$ cat src/common/rsds_regs.vh
// Constants for the reset and start-up delay sequencer
`ifndef RSDS_REGS_VH
`define RSDS_REGS_VH
// System clock rate in MHz
`define RSDS_CLK_MHZ 50
// Power-up start-up delay in microseconds
`define RSDS_POR_US 72000
// Stages of the power-up ripple counter
`define RSDS_DRT_BITS 10
// Wake delay figures in microseconds
`define RSDS_WD_060_US 60
`define RSDS_WD_768_US 7680
`define RSDS_WD_184_US 18400
`define RSDS_WD_60MS_US 60000
`define RSDS_WD_480_US 480000
`define RSDS_WD_960_US 960000
`define RSDS_WD_1920_US 1920000
// Wake delay select codes
`define RSDS_WSEL_NONE 3'h4
`define RSDS_WSEL_060 3'h5
`define RSDS_WSEL_768 3'h6
`define RSDS_WSEL_184 3'h7
`define RSDS_WSEL_60MS 3'h0
`define RSDS_WSEL_480 3'h1
`define RSDS_WSEL_960 3'h2
`define RSDS_WSEL_1920 3'h3
// Reset cause codes
`define RSDS_SRC_POR 3'h0
`define RSDS_SRC_BOR 3'h1
`define RSDS_SRC_WDT 3'h2
`define RSDS_SRC_EXT 3'h3
`define RSDS_SRC_WAKE 3'h4
// Fuse pair value that switches brown-out off
`define RSDS_BOR_OFF 2'h3
// Reset values
`define RSDS_PC_VEC 12'hfff
`define RSDS_MODE_RST 8'h1f
`define RSDS_ONES_RST 8'hff
`define RSDS_CMP_RST 8'hc1
`define RSDS_STATUS_RST 8'h00
// Status field positions
`define RSDS_ST_PD 3
`define RSDS_ST_TO 4
`endif

$ cat src/hw/rsds_sequencer.v
// Reset merge, reset latch and start-up delay timing
`timescale 1ns/1ps
`default_nettype none
`include "rsds_regs.vh"
module rsds_sequencer #(
    // Long delays as parameters so a run can shorten them
    parameter POR_CYC = `RSDS_POR_US * `RSDS_CLK_MHZ,
    parameter WD_768_CYC = `RSDS_WD_768_US * `RSDS_CLK_MHZ,
    parameter WD_184_CYC = `RSDS_WD_184_US * `RSDS_CLK_MHZ,
    parameter WD_60MS_CYC = `RSDS_WD_60MS_US * `RSDS_CLK_MHZ,
    parameter WD_480_CYC = `RSDS_WD_480_US * `RSDS_CLK_MHZ,
    parameter WD_960_CYC = `RSDS_WD_960_US * `RSDS_CLK_MHZ,
    parameter WD_1920_CYC = `RSDS_WD_1920_US * `RSDS_CLK_MHZ
) (
    input wire clk,
    input wire rst,
    input wire ext_reset_pin_n,
    input wire brownout_det,
    input wire brownout_cfg_bit0,
    input wire brownout_cfg_bit1,
    input wire watchdog_reset_req,
    input wire wakeup_req,
    input wire powerdown_mode,
    input wire powerdown_clock_stop,
    input wire [2:0] wake_delay_select,
    input wire status_wr_en,
    input wire [7:0] status_wr_data,
    output wire internal_reset,
    output reg reset_done_q,
    output reg [2:0] reset_cause_q,
    output reg volatile_lost_q,
    output reg [11:0] pc_q,
    output reg [7:0] status_q,
    output reg [7:0] mode_q,
    output reg [7:0] option_q,
    output reg [7:0] port_dir_q,
    output reg [7:0] wake_edge_select_reg,
    output reg [7:0] wake_enable_reg,
    output reg [7:0] input_level_regs,
    output reg [7:0] schmitt_select_regs,
    output reg [7:0] pullup_select_regs,
    output reg [7:0] comparator_control_reg,
    output wire clock_run_in_powerdown
);

    // Cycles per ripple count, rounded up
    localparam TICK_CYC = (POR_CYC + 1023) / 1024;
    // Shortest wake delay fits below the parameter limit
    localparam WD_060_CYC = `RSDS_WD_060_US * `RSDS_CLK_MHZ;

    // Synchroniser stages for pin and brown-out
    reg pin_m_q;
    reg pin_s_q;
    reg bo_m_q;
    reg bo_s_q;
    // Reset latch and what set it
    reg latch_q;
    reg [2:0] src_q;
    // Power-down state seen when the reset began
    reg pd_at_q;
    // Prescaler and 10-bit ripple for power-up
    reg [31:0] tick_q;
    reg [9:0] drt_q;
    // Cycle counter for every other cause
    reg [31:0] cnt_q;
    // Combinational helpers
    reg [31:0] wake_cyc;
    reg [2:0] new_src;
    wire bo_en;
    wire ext_evt;
    wire bo_evt;
    wire any_evt;
    wire por_done;
    wire other_done;
    wire release_now;

    // Two flops each; only the second stage is read
    always @(posedge clk) begin
        if (rst) begin
            pin_m_q <= 1'b0;
            pin_s_q <= 1'b0;
            bo_m_q <= 1'b0;
            bo_s_q <= 1'b0;
        end else begin
            pin_m_q <= ext_reset_pin_n;
            pin_s_q <= pin_m_q;
            bo_m_q <= brownout_det;
            bo_s_q <= bo_m_q;
        end
    end

    // Fuse pair both set switches brown-out off
    assign bo_en = ({brownout_cfg_bit1, brownout_cfg_bit0} != `RSDS_BOR_OFF);
    // A low pin is a reset request for as long as it stays low
    assign ext_evt = ~pin_s_q;
    assign bo_evt = bo_s_q & bo_en;
    assign any_evt = ext_evt | bo_evt | watchdog_reset_req | wakeup_req;

    // Wake delay table in cycles
    always @* begin
        case (wake_delay_select)
            `RSDS_WSEL_NONE: wake_cyc = 32'h0;
            `RSDS_WSEL_060: wake_cyc = WD_060_CYC;
            `RSDS_WSEL_768: wake_cyc = WD_768_CYC;
            `RSDS_WSEL_184: wake_cyc = WD_184_CYC;
            `RSDS_WSEL_60MS: wake_cyc = WD_60MS_CYC;
            `RSDS_WSEL_480: wake_cyc = WD_480_CYC;
            `RSDS_WSEL_960: wake_cyc = WD_960_CYC;
            `RSDS_WSEL_1920: wake_cyc = WD_1920_CYC;
            default: wake_cyc = WD_184_CYC;
        endcase
    end

    // Cause priority: brown-out, watchdog, pin, wake
    always @* begin
        if (bo_evt) begin
            new_src = `RSDS_SRC_BOR;
        end else if (watchdog_reset_req) begin
            new_src = `RSDS_SRC_WDT;
        end else if (ext_evt) begin
            new_src = `RSDS_SRC_EXT;
        end else begin
            new_src = `RSDS_SRC_WAKE;
        end
    end

    // Power-up ends once all ten stages have rolled over
    assign por_done = (src_q == `RSDS_SRC_POR) && (drt_q == 10'h3ff) &&
                      (tick_q == TICK_CYC - 1);
    // Other causes end when the selected delay has run
    assign other_done = (src_q != `RSDS_SRC_POR) && (cnt_q >= wake_cyc);
    assign release_now = latch_q & ~any_evt & (por_done | other_done);

    // Reset latch and start-up delay timing
    always @(posedge clk) begin
        if (rst) begin
            // Power-up: latch set, cause recorded
            latch_q <= 1'b1;
            src_q <= `RSDS_SRC_POR;
            pd_at_q <= 1'b0;
            tick_q <= 32'h0;
            drt_q <= 10'h000;
            cnt_q <= 32'h0;
        end else if (any_evt) begin
            // Any request restarts the delay from zero
            latch_q <= 1'b1;
            tick_q <= 32'h0;
            drt_q <= 10'h000;
            cnt_q <= 32'h0;
            // A pending power-up keeps its full timing
            if (!(latch_q && src_q == `RSDS_SRC_POR)) begin
                src_q <= new_src;
            end
            // Mode captured only when the reset starts
            if (!latch_q) begin
                pd_at_q <= powerdown_mode;
            end
        end else if (release_now) begin
            latch_q <= 1'b0;
            tick_q <= 32'h0;
            drt_q <= 10'h000;
            cnt_q <= 32'h0;
        end else if (latch_q) begin
            // Ripple stages advance only for power-up
            if (src_q == `RSDS_SRC_POR) begin
                if (tick_q == TICK_CYC - 1) begin
                    tick_q <= 32'h0;
                    drt_q <= drt_q + 10'h001;
                end else begin
                    tick_q <= tick_q + 32'h1;
                end
            end else begin
                cnt_q <= cnt_q + 32'h1;
            end
        end
    end

    assign internal_reset = latch_q;

    // Clock kept alive in power-down when stop bit clear
    assign clock_run_in_powerdown = ~powerdown_clock_stop;

    // Release pulse and the record of the last cause
    always @(posedge clk) begin
        if (rst) begin
            reset_done_q <= 1'b0;
            reset_cause_q <= `RSDS_SRC_POR;
            volatile_lost_q <= 1'b1;
        end else begin
            reset_done_q <= release_now;
            if (release_now) begin
                reset_cause_q <= src_q;
                // Power-up and brown-out lose volatile state
                volatile_lost_q <= (src_q == `RSDS_SRC_POR) ||
                                   (src_q == `RSDS_SRC_BOR);
            end
        end
    end

    // Fixed reset values, forced while the latch is set
    always @(posedge clk) begin
        if (rst || latch_q) begin
            pc_q <= `RSDS_PC_VEC;
            mode_q <= `RSDS_MODE_RST;
            option_q <= `RSDS_ONES_RST;
            port_dir_q <= `RSDS_ONES_RST;
            wake_edge_select_reg <= `RSDS_ONES_RST;
            wake_enable_reg <= `RSDS_ONES_RST;
            input_level_regs <= `RSDS_ONES_RST;
            schmitt_select_regs <= `RSDS_ONES_RST;
            pullup_select_regs <= `RSDS_ONES_RST;
            // Comparator held off and output disabled
            comparator_control_reg <= `RSDS_CMP_RST;
        end
    end

    // Status byte: software writes, reset edits its flags
    always @(posedge clk) begin
        if (rst) begin
            status_q <= `RSDS_STATUS_RST;
        end else if (release_now) begin
            // Top three bits cleared on every cause
            status_q[7:5] <= 3'h0;
            case (src_q)
                `RSDS_SRC_POR: begin
                    status_q[`RSDS_ST_TO] <= 1'b1;
                    status_q[`RSDS_ST_PD] <= 1'b1;
                end
                `RSDS_SRC_WDT: begin
                    // Flags tell sleeping from running timeout
                    status_q[`RSDS_ST_TO] <= 1'b0;
                    status_q[`RSDS_ST_PD] <= ~pd_at_q;
                end
                `RSDS_SRC_EXT: begin
                    // Running pin reset leaves both flags alone
                    if (pd_at_q) begin
                        status_q[`RSDS_ST_TO] <= 1'b1;
                        status_q[`RSDS_ST_PD] <= 1'b0;
                    end
                end
                default: begin
                    // Wake and brown-out keep the flags as found
                    status_q[`RSDS_ST_TO] <= status_q[`RSDS_ST_TO];
                end
            endcase
        end else if (status_wr_en && !latch_q) begin
            // Writes ignored while reset is held
            status_q <= status_wr_data;
        end
    end

endmodule // rsds_sequencer
`default_nettype wire

$ cat config.mk
export PLATFORM = sky130hd
export DESIGN_NAME = rsds_sequencer
export DESIGN_NICKNAME = d
export VERILOG_FILES = /design/src/hw/rsds_sequencer.v
export VERILOG_INCLUDE_DIRS = /design/src /design/src/common
export SDC_FILE = /design/constraint.sdc
export NUM_CORES = 1
export LEC_CHECK = 0
export ABC_CLOCK_PERIOD_IN_PS = 8100
export BUFFER_PORTS_ARGS = -buffer_cell sky130_fd_sc_hd__buf_2
export CAP_MARGIN = 10
export CORE_MARGIN = 2
export CORE_UTILIZATION = 50
export CTS_BUF_LIST = sky130_fd_sc_hd__clkbuf_8
export CTS_CLUSTER_DIAMETER = 40
export DETAILED_ROUTE_END_ITERATION = 12
export PLACE_DENSITY_LB_ADDON = 0.2
export SLEW_MARGIN = 20
export SYNTH_ARGS = -nofsm -noshare
export SYNTH_HDL_FRONTEND = slang
export SYNTH_SLANG_ARGS = --single-unit
$ cat constraint.sdc
create_clock -name clk -period 8.1 [get_ports clk]
set_input_delay 0.81 -clock clk [delete_from_list [all_inputs] [get_ports clk]]
set_output_delay 0.81 -clock clk [all_outputs]
set_load 0.02 [all_outputs]
==> results of run 1 <==
## registers in the layout, summed over array words and instances (netlist names), 3 cells and up
signal	flops
drt_q	10
src_q	3
cnt_q	32
tick_q	32
status_q	8
reset_cause_q	3
## synth_stat cells (all sizes together) (4+ instances only)
| cell type | n |
|---|---|
| nand2b | 8 |
| nor2b | 9 |
| and3 | 11 |
| nor3 | 11 |
| xnor2 | 22 |
| nor4 | 9 |
| a21oi | 28 |
| or3 | 6 |
| and4 | 7 |
| ha | 35 |
| nand4 | 16 |
| buf | 89 |
| a22oi | 4 |
| nand3 | 27 |
| dfxtp | 96 |
| mux2i | 8 |
| a21o | 5 |
| nand2 | 60 |
| nor2 | 102 |
| xor2 | 39 |
| o21ai | 13 |
| inv | 16 |
| clkbuf | 16 |
## cells by family after synthesis
group	synth area share, %
adders and majority gates	7.888
DFF	34.62
and+or+nand+nor	24.32
other	0.1353
buffers and inverters	14.04
muxes	1.442
AOI/OAI and AO/OA	7.934
xor gates and xnor gates	9.624
## final timing paths
kind	start	endpoint	slack, ps	depth (start not counted)
setup / recovery	wake_delay_select[0]	tick_q[5]	4350	14
hold / removal	bo_m_q	bo_s_q	450	1
setup reg to reg	tick_q[0]	tick_q[5]	5090	9
hold reg to reg	bo_m_q	bo_s_q	450	1
## through the flow
stage / utilization, % / instance area [um2] / setup slack (ps) / std cells
detailed placement: 50.91 / 5519 / 4018 / 829
CTS: 52.79 / 5723 / 4395 / 845
global route: 52.79 / 5723 / 3980 / 845
finish: 52.79 / 5723 / 4352 / 845
global placement: 50.91 / 5519 / 4163 / 829
floorplan: - / 5859 / 4718 / 756
## power by group
part | internal, W | switching, W
clock | 0.000153 | 0.000177
combinational | 0.0000552 | 0.000134
sequential | 0.000480 | 0.0000141
## layout make-up
type                       instances  area [um2]
clock inverter                     6       66.31
clock buffer                      10       137.6
timing repair buffer              38       195.2
tap                              140       175.2
fill                            1027        5117
inverter                          16       60.06
sequential                        96        1922
multi-input combinational        539        3167
## per-layer routing
layer,vias to the layer above,wire length (um)
met5,-,0
met4,0,141
met3,11,471
met2,95,5135
met1,1963,5056
li1,2161,-
## critical path, stage by stage
cell      delay [ps]
buf_2            140
inv_1            150
ha_1             160
nor2b_1          240
a21oi_1           70
ha_1             300
nand4_1           90
nor3_1           330
o311ai_0         250
and4b_1          270
o31ai_4          210
buf_4            620
or2_1            280
nor2_1            70
==> impl_metrics.py, run 1 <==
metrics = {
    "logic_synthesis": {
        "synth_seq_cells": 96,
        "synthFlopType": "dfxtp_1",
        "synth-edff-count": 0,
        "async_flop_share_pct": 0,
        "synth.area.top_cells": "dfxtp_1 (35%), buf_4 (11%), ha_1 (7.9%)",
        "synth_top_area_share_pct": 34.62,
        "yosysWarnings": 0,
        "synth_top_cell_by_area": "dfxtp_1",
        "syn_inst": 674,
        "ys_seq_area_share_pct": 34.62,
        "ys_types": 50,
        "syn_avg_cell_area_um2": 8.237,
        "netlist_area_um2": 5552,
    },
    "cts": {
        "clk_pin_slew_ps": 100,
        "cts.sinks": 96,
        "cts_hold_buffers": 0,
        "clkLatencyLatePin_ps": 370,
        "cts_buffer_depth": 2,
        "post_cts_buffers": 0,
        "cts_resized": 0,
        "htreeDepth": 3,
        "cts_root_buffer": "clkbuf_8",
        "numCtsBuffers": 9,
        "cts_tree": "yes",
    },
    "timing": {
        "fmax_mhz": 266.8,
        "period_share_pct": 46.27,
        "finalCriticalPeriod_ps": 3748,
        "final_hold_viol_count": 0,
        "slew-limit-headroom_pct": 32.20,
        "worstMarginPinSlew_ps": 1015,
        "fin_setup_tns_ps": 0,
        "final-setup-viol-count": 0,
        "grt_setup_unrepaired": "no",
        "whs_ps": 445.4,
        "skew_ps": 13.04,
        "final_max_slew_viol_count": 0,
    },
    "global_route": {
        "grt_max_degree": 71,
        "antenna_found_initial": 0,
        "grt_pass1_wl_um": 17920,
        "use_met3_pct": 3.853,
        "met2_usage_pct": 32.10,
        "grt_pass1_vias": 3852,
        "top_usage_layer": "met2",
        "track_usage_pct": 18.79,
        "grt_use_met1_pct": 23.82,
        "gr-total-overflow": 0,
    },
    "die": {
        "die_y_um": 109.4,
        "die_w_um": 109.4,
        "rows": 38,
        "die-area_um2": 11960,
        "core_um2": 10840,
        "start_util_pct": 51.21,
        "num_io_pins": 121,
    },
    "critical_path": {
        "cp_data_required_time_ps": 8360,
        "cp.arrival_ps": 4010,
        "path_class": "in2reg",
        "crit_path_end_kind": "register",
        "path_max_fanout": 70,
        "start_kind": "primary input",
    },
    "power": {
        "cellLeakagePower_nw": 2.297,
        "power.density_nw_per_um2": 177.0,
        "power_w": 0.001013,
        "ir_worst_vdd_uv": 105.1,
    },
    "detailed_routing": {
        "drcViolationCount": 0,
        "first_iter_violations": 169,
        "wl_um": 10800,
        "via_per_inst": 5.006,
        "vias": 4230,
        "dr.pass1.iters": 4,
        "antenna_left": 0,
        "wl_per_cell_um": 12.79,
    },
    "placed_design": {
        "gp_congestion": 0.8814,
        "hpwl_um": 7914,
        "io_buffers": 36,
    },
    "run_status": {
        "status": "finished, final reports clean",
    },
    "finish": {
        "diodes": 0,
        "drive_gt1_share_pct": 8.227,
        "final_cell_mix": "nor2_1 (102), dfxtp_1 (96), conb_1 (84)",
        "num-nets-final": 757,
        "synthToLayoutAreaGrowth_pct": 3.088,
        "layout_commonest_cell": "nor2_1",
    },
    "flow_run": {
        "cap_viol_max_count": 0,
    },
    "hold_path": {
        "hp-class": "reg2reg",
    },
}
Note: power is estimated with default switching activity, not from simulation.
==> inputs of run 2 (changes only) <==
--- a/config.mk
+++ b/config.mk
@@ -6,7 +6,8 @@
 export SDC_FILE = /design/constraint.sdc
 export NUM_CORES = 1
 export LEC_CHECK = 0
-export ABC_CLOCK_PERIOD_IN_PS = 8100
+export ABC_AREA = 1
+export ABC_CLOCK_PERIOD_IN_PS = 3210
 export BUFFER_PORTS_ARGS = -buffer_cell sky130_fd_sc_hd__buf_2
 export CAP_MARGIN = 10
 export CORE_MARGIN = 2
==> constraint.sdc (replaced) <==
create_clock -name clk -period 3.21 [get_ports clk]
set_input_delay 0.321 -clock clk [delete_from_list [all_inputs] [get_ports clk]]
set_output_delay 0.321 -clock clk [all_outputs]
set_load 0.02 [all_outputs]
==> impl_metrics.py, run 2 <==
metrics = {
    "cts": {
        "clkLatencyLatePin_ps": 370,
        "cts.sinks": 96,
        "numCtsBuffers": 9,
        "clk_pin_slew_ps": 100,
        "cts_buffer_depth": 2,
        "cts_resized": 0,
        "cts_root_buffer": "clkbuf_8",
        "post_cts_buffers": 0,
        "cts_tree": "yes",
        "cts_hold_buffers": 0,
        "htreeDepth": 3,
    },
    "power": {
        "clkPwrFrac_pct": 35.0,
        "cellLeakagePower_nw": 2.807,
        "intPower_w": 0.001516,
        "switchingPower_w": 0.0005842,
        "p_seq_share_pct": 56.8,
        "power.density_nw_per_um2": 319.6,
        "combinationalPowerShare_pct": 8.2,
        "switching_share_pct": 27.81,
        "ir_worst_vdd_uv": 197.2,
    },
    "critical_path": {
        "crit_chain": "buf_2 > inv_1 > ha_1 > nand2_1 > o21ai_0 > ha_1 > nand2_1 > nor2_1 > nand2_1 > nor2_1 > nor2_1 > nand3_1 > nand2_1 > nand2_1 > nand2_1 > nand2_2 > nand2_4 > nand2_4 > nor2_1 > inv_1 > nor3_1",
        "cp_data_required_time_ps": 3460,
        "crit_slowest_cell": "ha_1",
        "cp.arrival_ps": 2870,
        "reg2regPathDepth": 17,
        "path_max_fanout": 8,
        "max_stage_delay_ps": 330,
        "start_kind": "primary input",
        "path_common_cell": "nand2_1",
        "crit_path_end_kind": "register",
        "path_class": "in2reg",
    },
    "die": {
        "start_util_pct": 50.81,
        "num_io_pins": 121,
        "die_w_um": 117.0,
        "core_um2": 12570,
        "die_y_um": 117.0,
        "rows": 41,
        "die-area_um2": 13690,
    },
    "finish": {
        "reg.largest.list": "cnt_q (32), tick_q (32), drt_q (10)",
        "synthToLayoutAreaGrowth_pct": 2.919,
        "layout_commonest_cell": "nand2_1",
        "final_cell_mix": "nand2_1 (162), nor2_1 (124), inv_1 (97)",
        "drive_gt1_share_pct": 11.88,
        "final_cell_area_um2": 6573,
        "num-nets-final": 978,
        "fin_util_pct": 52.29,
        "diodes": 0,
    },
    "logic_synthesis": {
        "synth.area.top_cells": "dfxtp_1 (30%), buf_4 (9.9%), nand2_1 (9.5%)",
        "synth_top_cell_by_area": "dfxtp_1",
        "syn_inst": 889,
        "synth-edff-count": 0,
        "netlist_top_cells_count": "nand2_1 (162), nor2_1 (124), dfxtp_1 (96), inv_1 (96), buf_4 (84)",
        "syn_avg_cell_area_um2": 7.183,
        "synth.most_common_cell": "nand2_1",
        "netlist_area_um2": 6386,
        "synth_top_area_share_pct": 30.09,
        "ys_types": 44,
        "synth_seq_cells": 96,
        "synthFlopType": "dfxtp_1",
        "async_flop_share_pct": 0,
        "yosysWarnings": 0,
        "ys_seq_area_share_pct": 30.09,
    },
    "detailed_routing": {
        "via_per_inst": 4.678,
        "antenna_left": 0,
        "first_iter_violations": 235,
        "wl_per_cell_um": 11.03,
        "wl_um": 12110,
        "vias": 5136,
        "drcViolationCount": 0,
        "dr.pass1.iters": 5,
    },
    "timing": {
        "finalCriticalPeriod_ps": 2614,
        "final_hold_viol_count": 0,
        "worst_slack_ps": 596.1,
        "grt_setup_unrepaired": "no",
        "final-setup-viol-count": 0,
        "period_share_pct": 81.43,
        "skew_ps": 9.765,
        "final_max_slew_viol_count": 0,
        "fin_setup_tns_ps": 0,
        "fmax_mhz": 382.6,
    },
    "global_route": {
        "antenna_found_initial": 0,
        "gr-total-overflow": 0,
        "grt_max_degree": 35,
        "grt_pass1_vias": 4536,
        "track_usage_pct": 18.53,
        "grt_pass1_wl_um": 20500,
    },
    "placed_design": {
        "dp_slack_ps": 175.7,
        "gp_congestion": 0.8313,
        "hpwl_um": 9478,
        "io_buffers": 36,
        "dpl_cell_area_um2": 6391,
    },
    "hold_path": {
        "hold_depth": 3,
        "hp-class": "in2reg",
    },
    "flow_run": {
        "cap_viol_max_count": 0,
    },
    "run_status": {
        "status": "finished, final reports clean",
    },
}
[run 2: changes by cell type in the layout (fill, tap and decap cells not counted), sizes merged, moves of 14 or more]
cell	before	now
nand4	16	30
nor3	11	37
nand3	27	52
xor2	39	25
xnor2	22	5
nor2	102	141
inv	18	104
nand2	60	170
[run 2: power groups by stage]
stage	Sequential (W)	Clock [W]	Combinational [W]
after floorplan	0.00122	0	0.000221
after global placement	0.00122	0	0.000170
after detailed placement	0.00122	0	0.000171
after CTS	0.00119	0.000767	0.000172
after global routing	0.00119	0.000820	0.000196
final	0.00119	0.000734	0.000173
[run 2: path summary, 6_finish.rpt]
| kind | end | slack [ps] | start |
|---|---|---|---|
| worst max register to register | tick_q[4] | 880 | cnt_q[3] |
| worst min register to register | bo_s_q | 410 | bo_m_q |
| worst min-delay path | pin_m_q | 150 | ext_reset_pin_n |
| worst max-delay path | tick_q[2] | 600 | wake_delay_select[0] |
[run 2: cell families (layout without fill, tap and decap cells)]
logic type                 after synthesis  after routing  share of synthesized area [%]
adders and majority gates               35             35                          6.857
buffers and inverters                  201            156                          17.57
other                                    2             84                         0.1176
and+or+nand+nor                        455            455                          35.25
xor gates and xnor gates                30             30                          4.114
AOI/OAI and AO/OA                       70             70                          5.995
DFF                                     96             96                          30.09
[run 2: area by class of cell]
class / count / area [um2]
clock buffer: 9 / 123.9
multi-input combinational: 674 / 3650
clock inverter: 7 / 57.56
inverter: 102 / 384.1
tap: 172 / 215.2
timing repair buffer: 38 / 220.2
sequential: 96 / 1922
fill: 1310 / 5996
[run 2: per-stage QoR]
| step | power [W] | instances | hold slack, ps |
|---|---|---|---|
| 2_1_floorplan | 0.001442 | 971 | 388.3 |
| 4_1_cts | 0.002132 | 1098 | 130.1 |
| 6_report | 0.002101 | 1098 | 145.1 |
| 5_1_grt | 0.002210 | 1098 | 134.1 |
| 3_3_place_gp | 0.001391 | 1082 | 392.4 |
| 3_5_place_dp | 0.001392 | 1082 | 396.2 |
[run 2: worst max-delay path: cells and delay by family]
family / cells / cell delay [ps]
compound gates: 1 / 120
fa+ha+maj: 2 / 640
buf+inv: 3 / 470
simple gates: 15 / 1300
[run 2: metal layers]
metal | track usage, % | wire [um]
met3 | 3.193 | 395
met1 | 26.06 | 6053
met4 | 5.804 | 193
met5 | 0 | 0
met2 | 29.09 | 5469
==> inputs of run 3 (changes only) <==
--- a/config.mk
+++ b/config.mk
@@ -6,8 +6,8 @@
 export SDC_FILE = /design/constraint.sdc
 export NUM_CORES = 1
 export LEC_CHECK = 0
-export ABC_AREA = 1
-export ABC_CLOCK_PERIOD_IN_PS = 3210
+export ABC_AREA = 0
+export ABC_CLOCK_PERIOD_IN_PS = 2600
 export BUFFER_PORTS_ARGS = -buffer_cell sky130_fd_sc_hd__buf_2
 export CAP_MARGIN = 10
 export CORE_MARGIN = 2
==> constraint.sdc (replaced) <==
create_clock -name clk -period 2.6 [get_ports clk]
set_input_delay 0.26 -clock clk [delete_from_list [all_inputs] [get_ports clk]]
set_output_delay 0.26 -clock clk [all_outputs]
set_load 0.02 [all_outputs]
==> impl_metrics.py, run 3 (same netlist as run 1, synthesis figures left out) <==
metrics = {
    "power": {
        "cellLeakagePower_nw": 2.556,
        "power_w": 0.003250,
        "power.density_nw_per_um2": 524.0,
        "clkPwrFrac_pct": 29.0,
        "p_seq_share_pct": 46.3,
        "combinationalPowerShare_pct": 24.7,
        "ir_worst_vdd_uv": 483.4,
        "switchingPower_w": 0.001071,
        "switching_share_pct": 32.94,
        "intPower_w": 0.002179,
    },
    "timing": {
        "period_share_pct": 99.29,
        "final-setup-viol-count": 0,
        "slew-limit-headroom_pct": 58.14,
        "fmax_mhz": 387.3,
        "worstMarginPinSlew_ps": 622.2,
        "final_hold_viol_count": 0,
        "finalCriticalPeriod_ps": 2582,
        "skew_ps": 16.86,
        "final_max_slew_viol_count": 0,
        "grt_setup_unrepaired": "yes",
        "whs_ps": 63.75,
    },
    "finish": {
        "synthToLayoutAreaGrowth_pct": 11.72,
        "layout_commonest_cell": "nor2_1",
        "reg.largest.list": "cnt_q (32), tick_q (32), drt_q (10)",
        "diodes": 0,
        "num-nets-final": 799,
        "final_cell_mix": "nor2_1 (98), dfxtp_1 (95), conb_1 (84)",
        "final_cell_area_um2": 6202,
        "drive_gt1_share_pct": 15.80,
    },
    "cts": {
        "numCtsBuffers": 9,
        "post_cts_buffers": 0,
        "cts.sinks": 96,
        "cts_root_buffer": "clkbuf_8",
        "clkLatencyLatePin_ps": 400,
        "cts_tree": "yes",
        "clk_pin_slew_ps": 100,
        "htreeDepth": 3,
        "cts_buffer_depth": 2,
    },
    "detailed_routing": {
        "antenna_left": 0,
        "drcViolationCount": 0,
        "vias": 4370,
        "wl_per_cell_um": 12.40,
        "first_iter_violations": 202,
        "wl_um": 11000,
        "dr.pass1.iters": 4,
        "via_per_inst": 4.927,
    },
    "critical_path": {
        "path_class": "reg2reg",
        "crit_chain": "or4_4 > or4_4 > a221o_1 > and4b_2 > o31ai_4 > buf_12 > or2_4 > nor2_1",
        "path_max_fanout": 5,
        "cp.arrival_ps": 2920,
        "crit_slowest_cell": "or4_4",
        "start_kind": "register",
        "cp_data_required_time_ps": 2940,
        "max_stage_delay_ps": 530,
        "crit_path_end_kind": "register",
        "path_common_cell": "or4_4",
    },
    "global_route": {
        "track_usage_pct": 19.05,
        "antenna_found_initial": 0,
        "grt_pass1_vias": 3950,
        "grt_max_degree": 23,
        "grt_pass1_wl_um": 18130,
        "gr-total-overflow": 0,
    },
    "die": {
        "die_y_um": 109.4,
        "start_util_pct": 51.21,
        "num_io_pins": 121,
        "core_um2": 10840,
        "die-area_um2": 11960,
        "die_w_um": 109.4,
        "rows": 38,
    },
    "run_status": {
        "status": "finished, final reports clean",
    },
    "flow_run": {
        "cap_viol_max_count": 0,
    },
    "hold_path": {
        "hp-class": "in2reg",
    },
    "placed_design": {
        "hpwl_um": 8273,
        "gp_congestion": 0.8907,
        "io_buffers": 36,
        "dpl_cell_area_um2": 5902,
    },
}
run 3: cell count changes in the layout (fill, tap and decap cells not counted), sizes merged, moves of 11 or more:
| cell | delta |
|---|---|
| xnor2 | +17 |
| xor2 | +14 |
| inv | -85 |
| nand4 | -14 |
| nand2 | -110 |
| buf | +41 |
| nor2 | -39 |
| nor3 | -26 |
| nand3 | -25 |
| and3 | +11 |
run 3: what timing repair did:
item | 4_1_cts | 5_1_grt
pin swaps | 2 | 4
gates resized for setup | 4 | 20
hold buffers | 0 | 0
cloned | 1 | 0
setup endpoints to repair | 6 | 83
run 3: power groups by stage:
stage	Clock [W]	Combinational (W)	Sequential (W)
after floorplan	0	0.000611	0.00154
after global placement	0	0.000742	0.00154
after detailed placement	0	0.000747	0.00154
after CTS	0.000968	0.000755	0.00151
after global routing	0.00102	0.000892	0.00151
final	0.000941	0.000803	0.00151
run 3: final timing paths:
check / startpoint / endpoint / slack (ps) / cells past startpoint
worst max-delay path: cnt_q[28] / tick_q[10] / 20 / 8
worst min-delay path: ext_reset_pin_n / pin_m_q / 60 / 2
worst max register to register: cnt_q[28] / tick_q[10] / 20 / 8
worst min register to register: pin_m_q / pin_s_q / 450 / 1
run 3: metrics by stage:
stage               util (%)  setup WS, ps  cells  setup TNS (ps)
finish                 57.21         18.34    887               0
global route           57.21        -61.68    887          -640.9
CTS                    56.52         3.700    887               0
detailed placement     54.44        -437.6    870          -29250
global placement       54.44        -335.2    870          -18620
floorplan                  -         14.96    756               0
run 3: area by class of cell:
type	count	area (um2)
clock inverters	6	42.54
clock buffers	10	137.6
well taps	140	175.2
repair buffers	80	610.6
fillers	992	4638
inverters	16	60.06
flip-flops and latches	96	1923
multi-input cells	539	3253
run 3: critical path, delay by kind of cell (launching register included):
kind,cells,cell delay (ps)
simple gates,5,1620
compound gates,2,380
flops,1,330
buf+inv,1,190
run 3: routing by layer:
layer	vias up	track usage [%]	share of wire, %
met5	-	0	0
met4	0	5.244	1.2
met3	13	5.335	5.0
met2	100	32.58	48
met1	2013	23.45	46
li1	2244	-	-
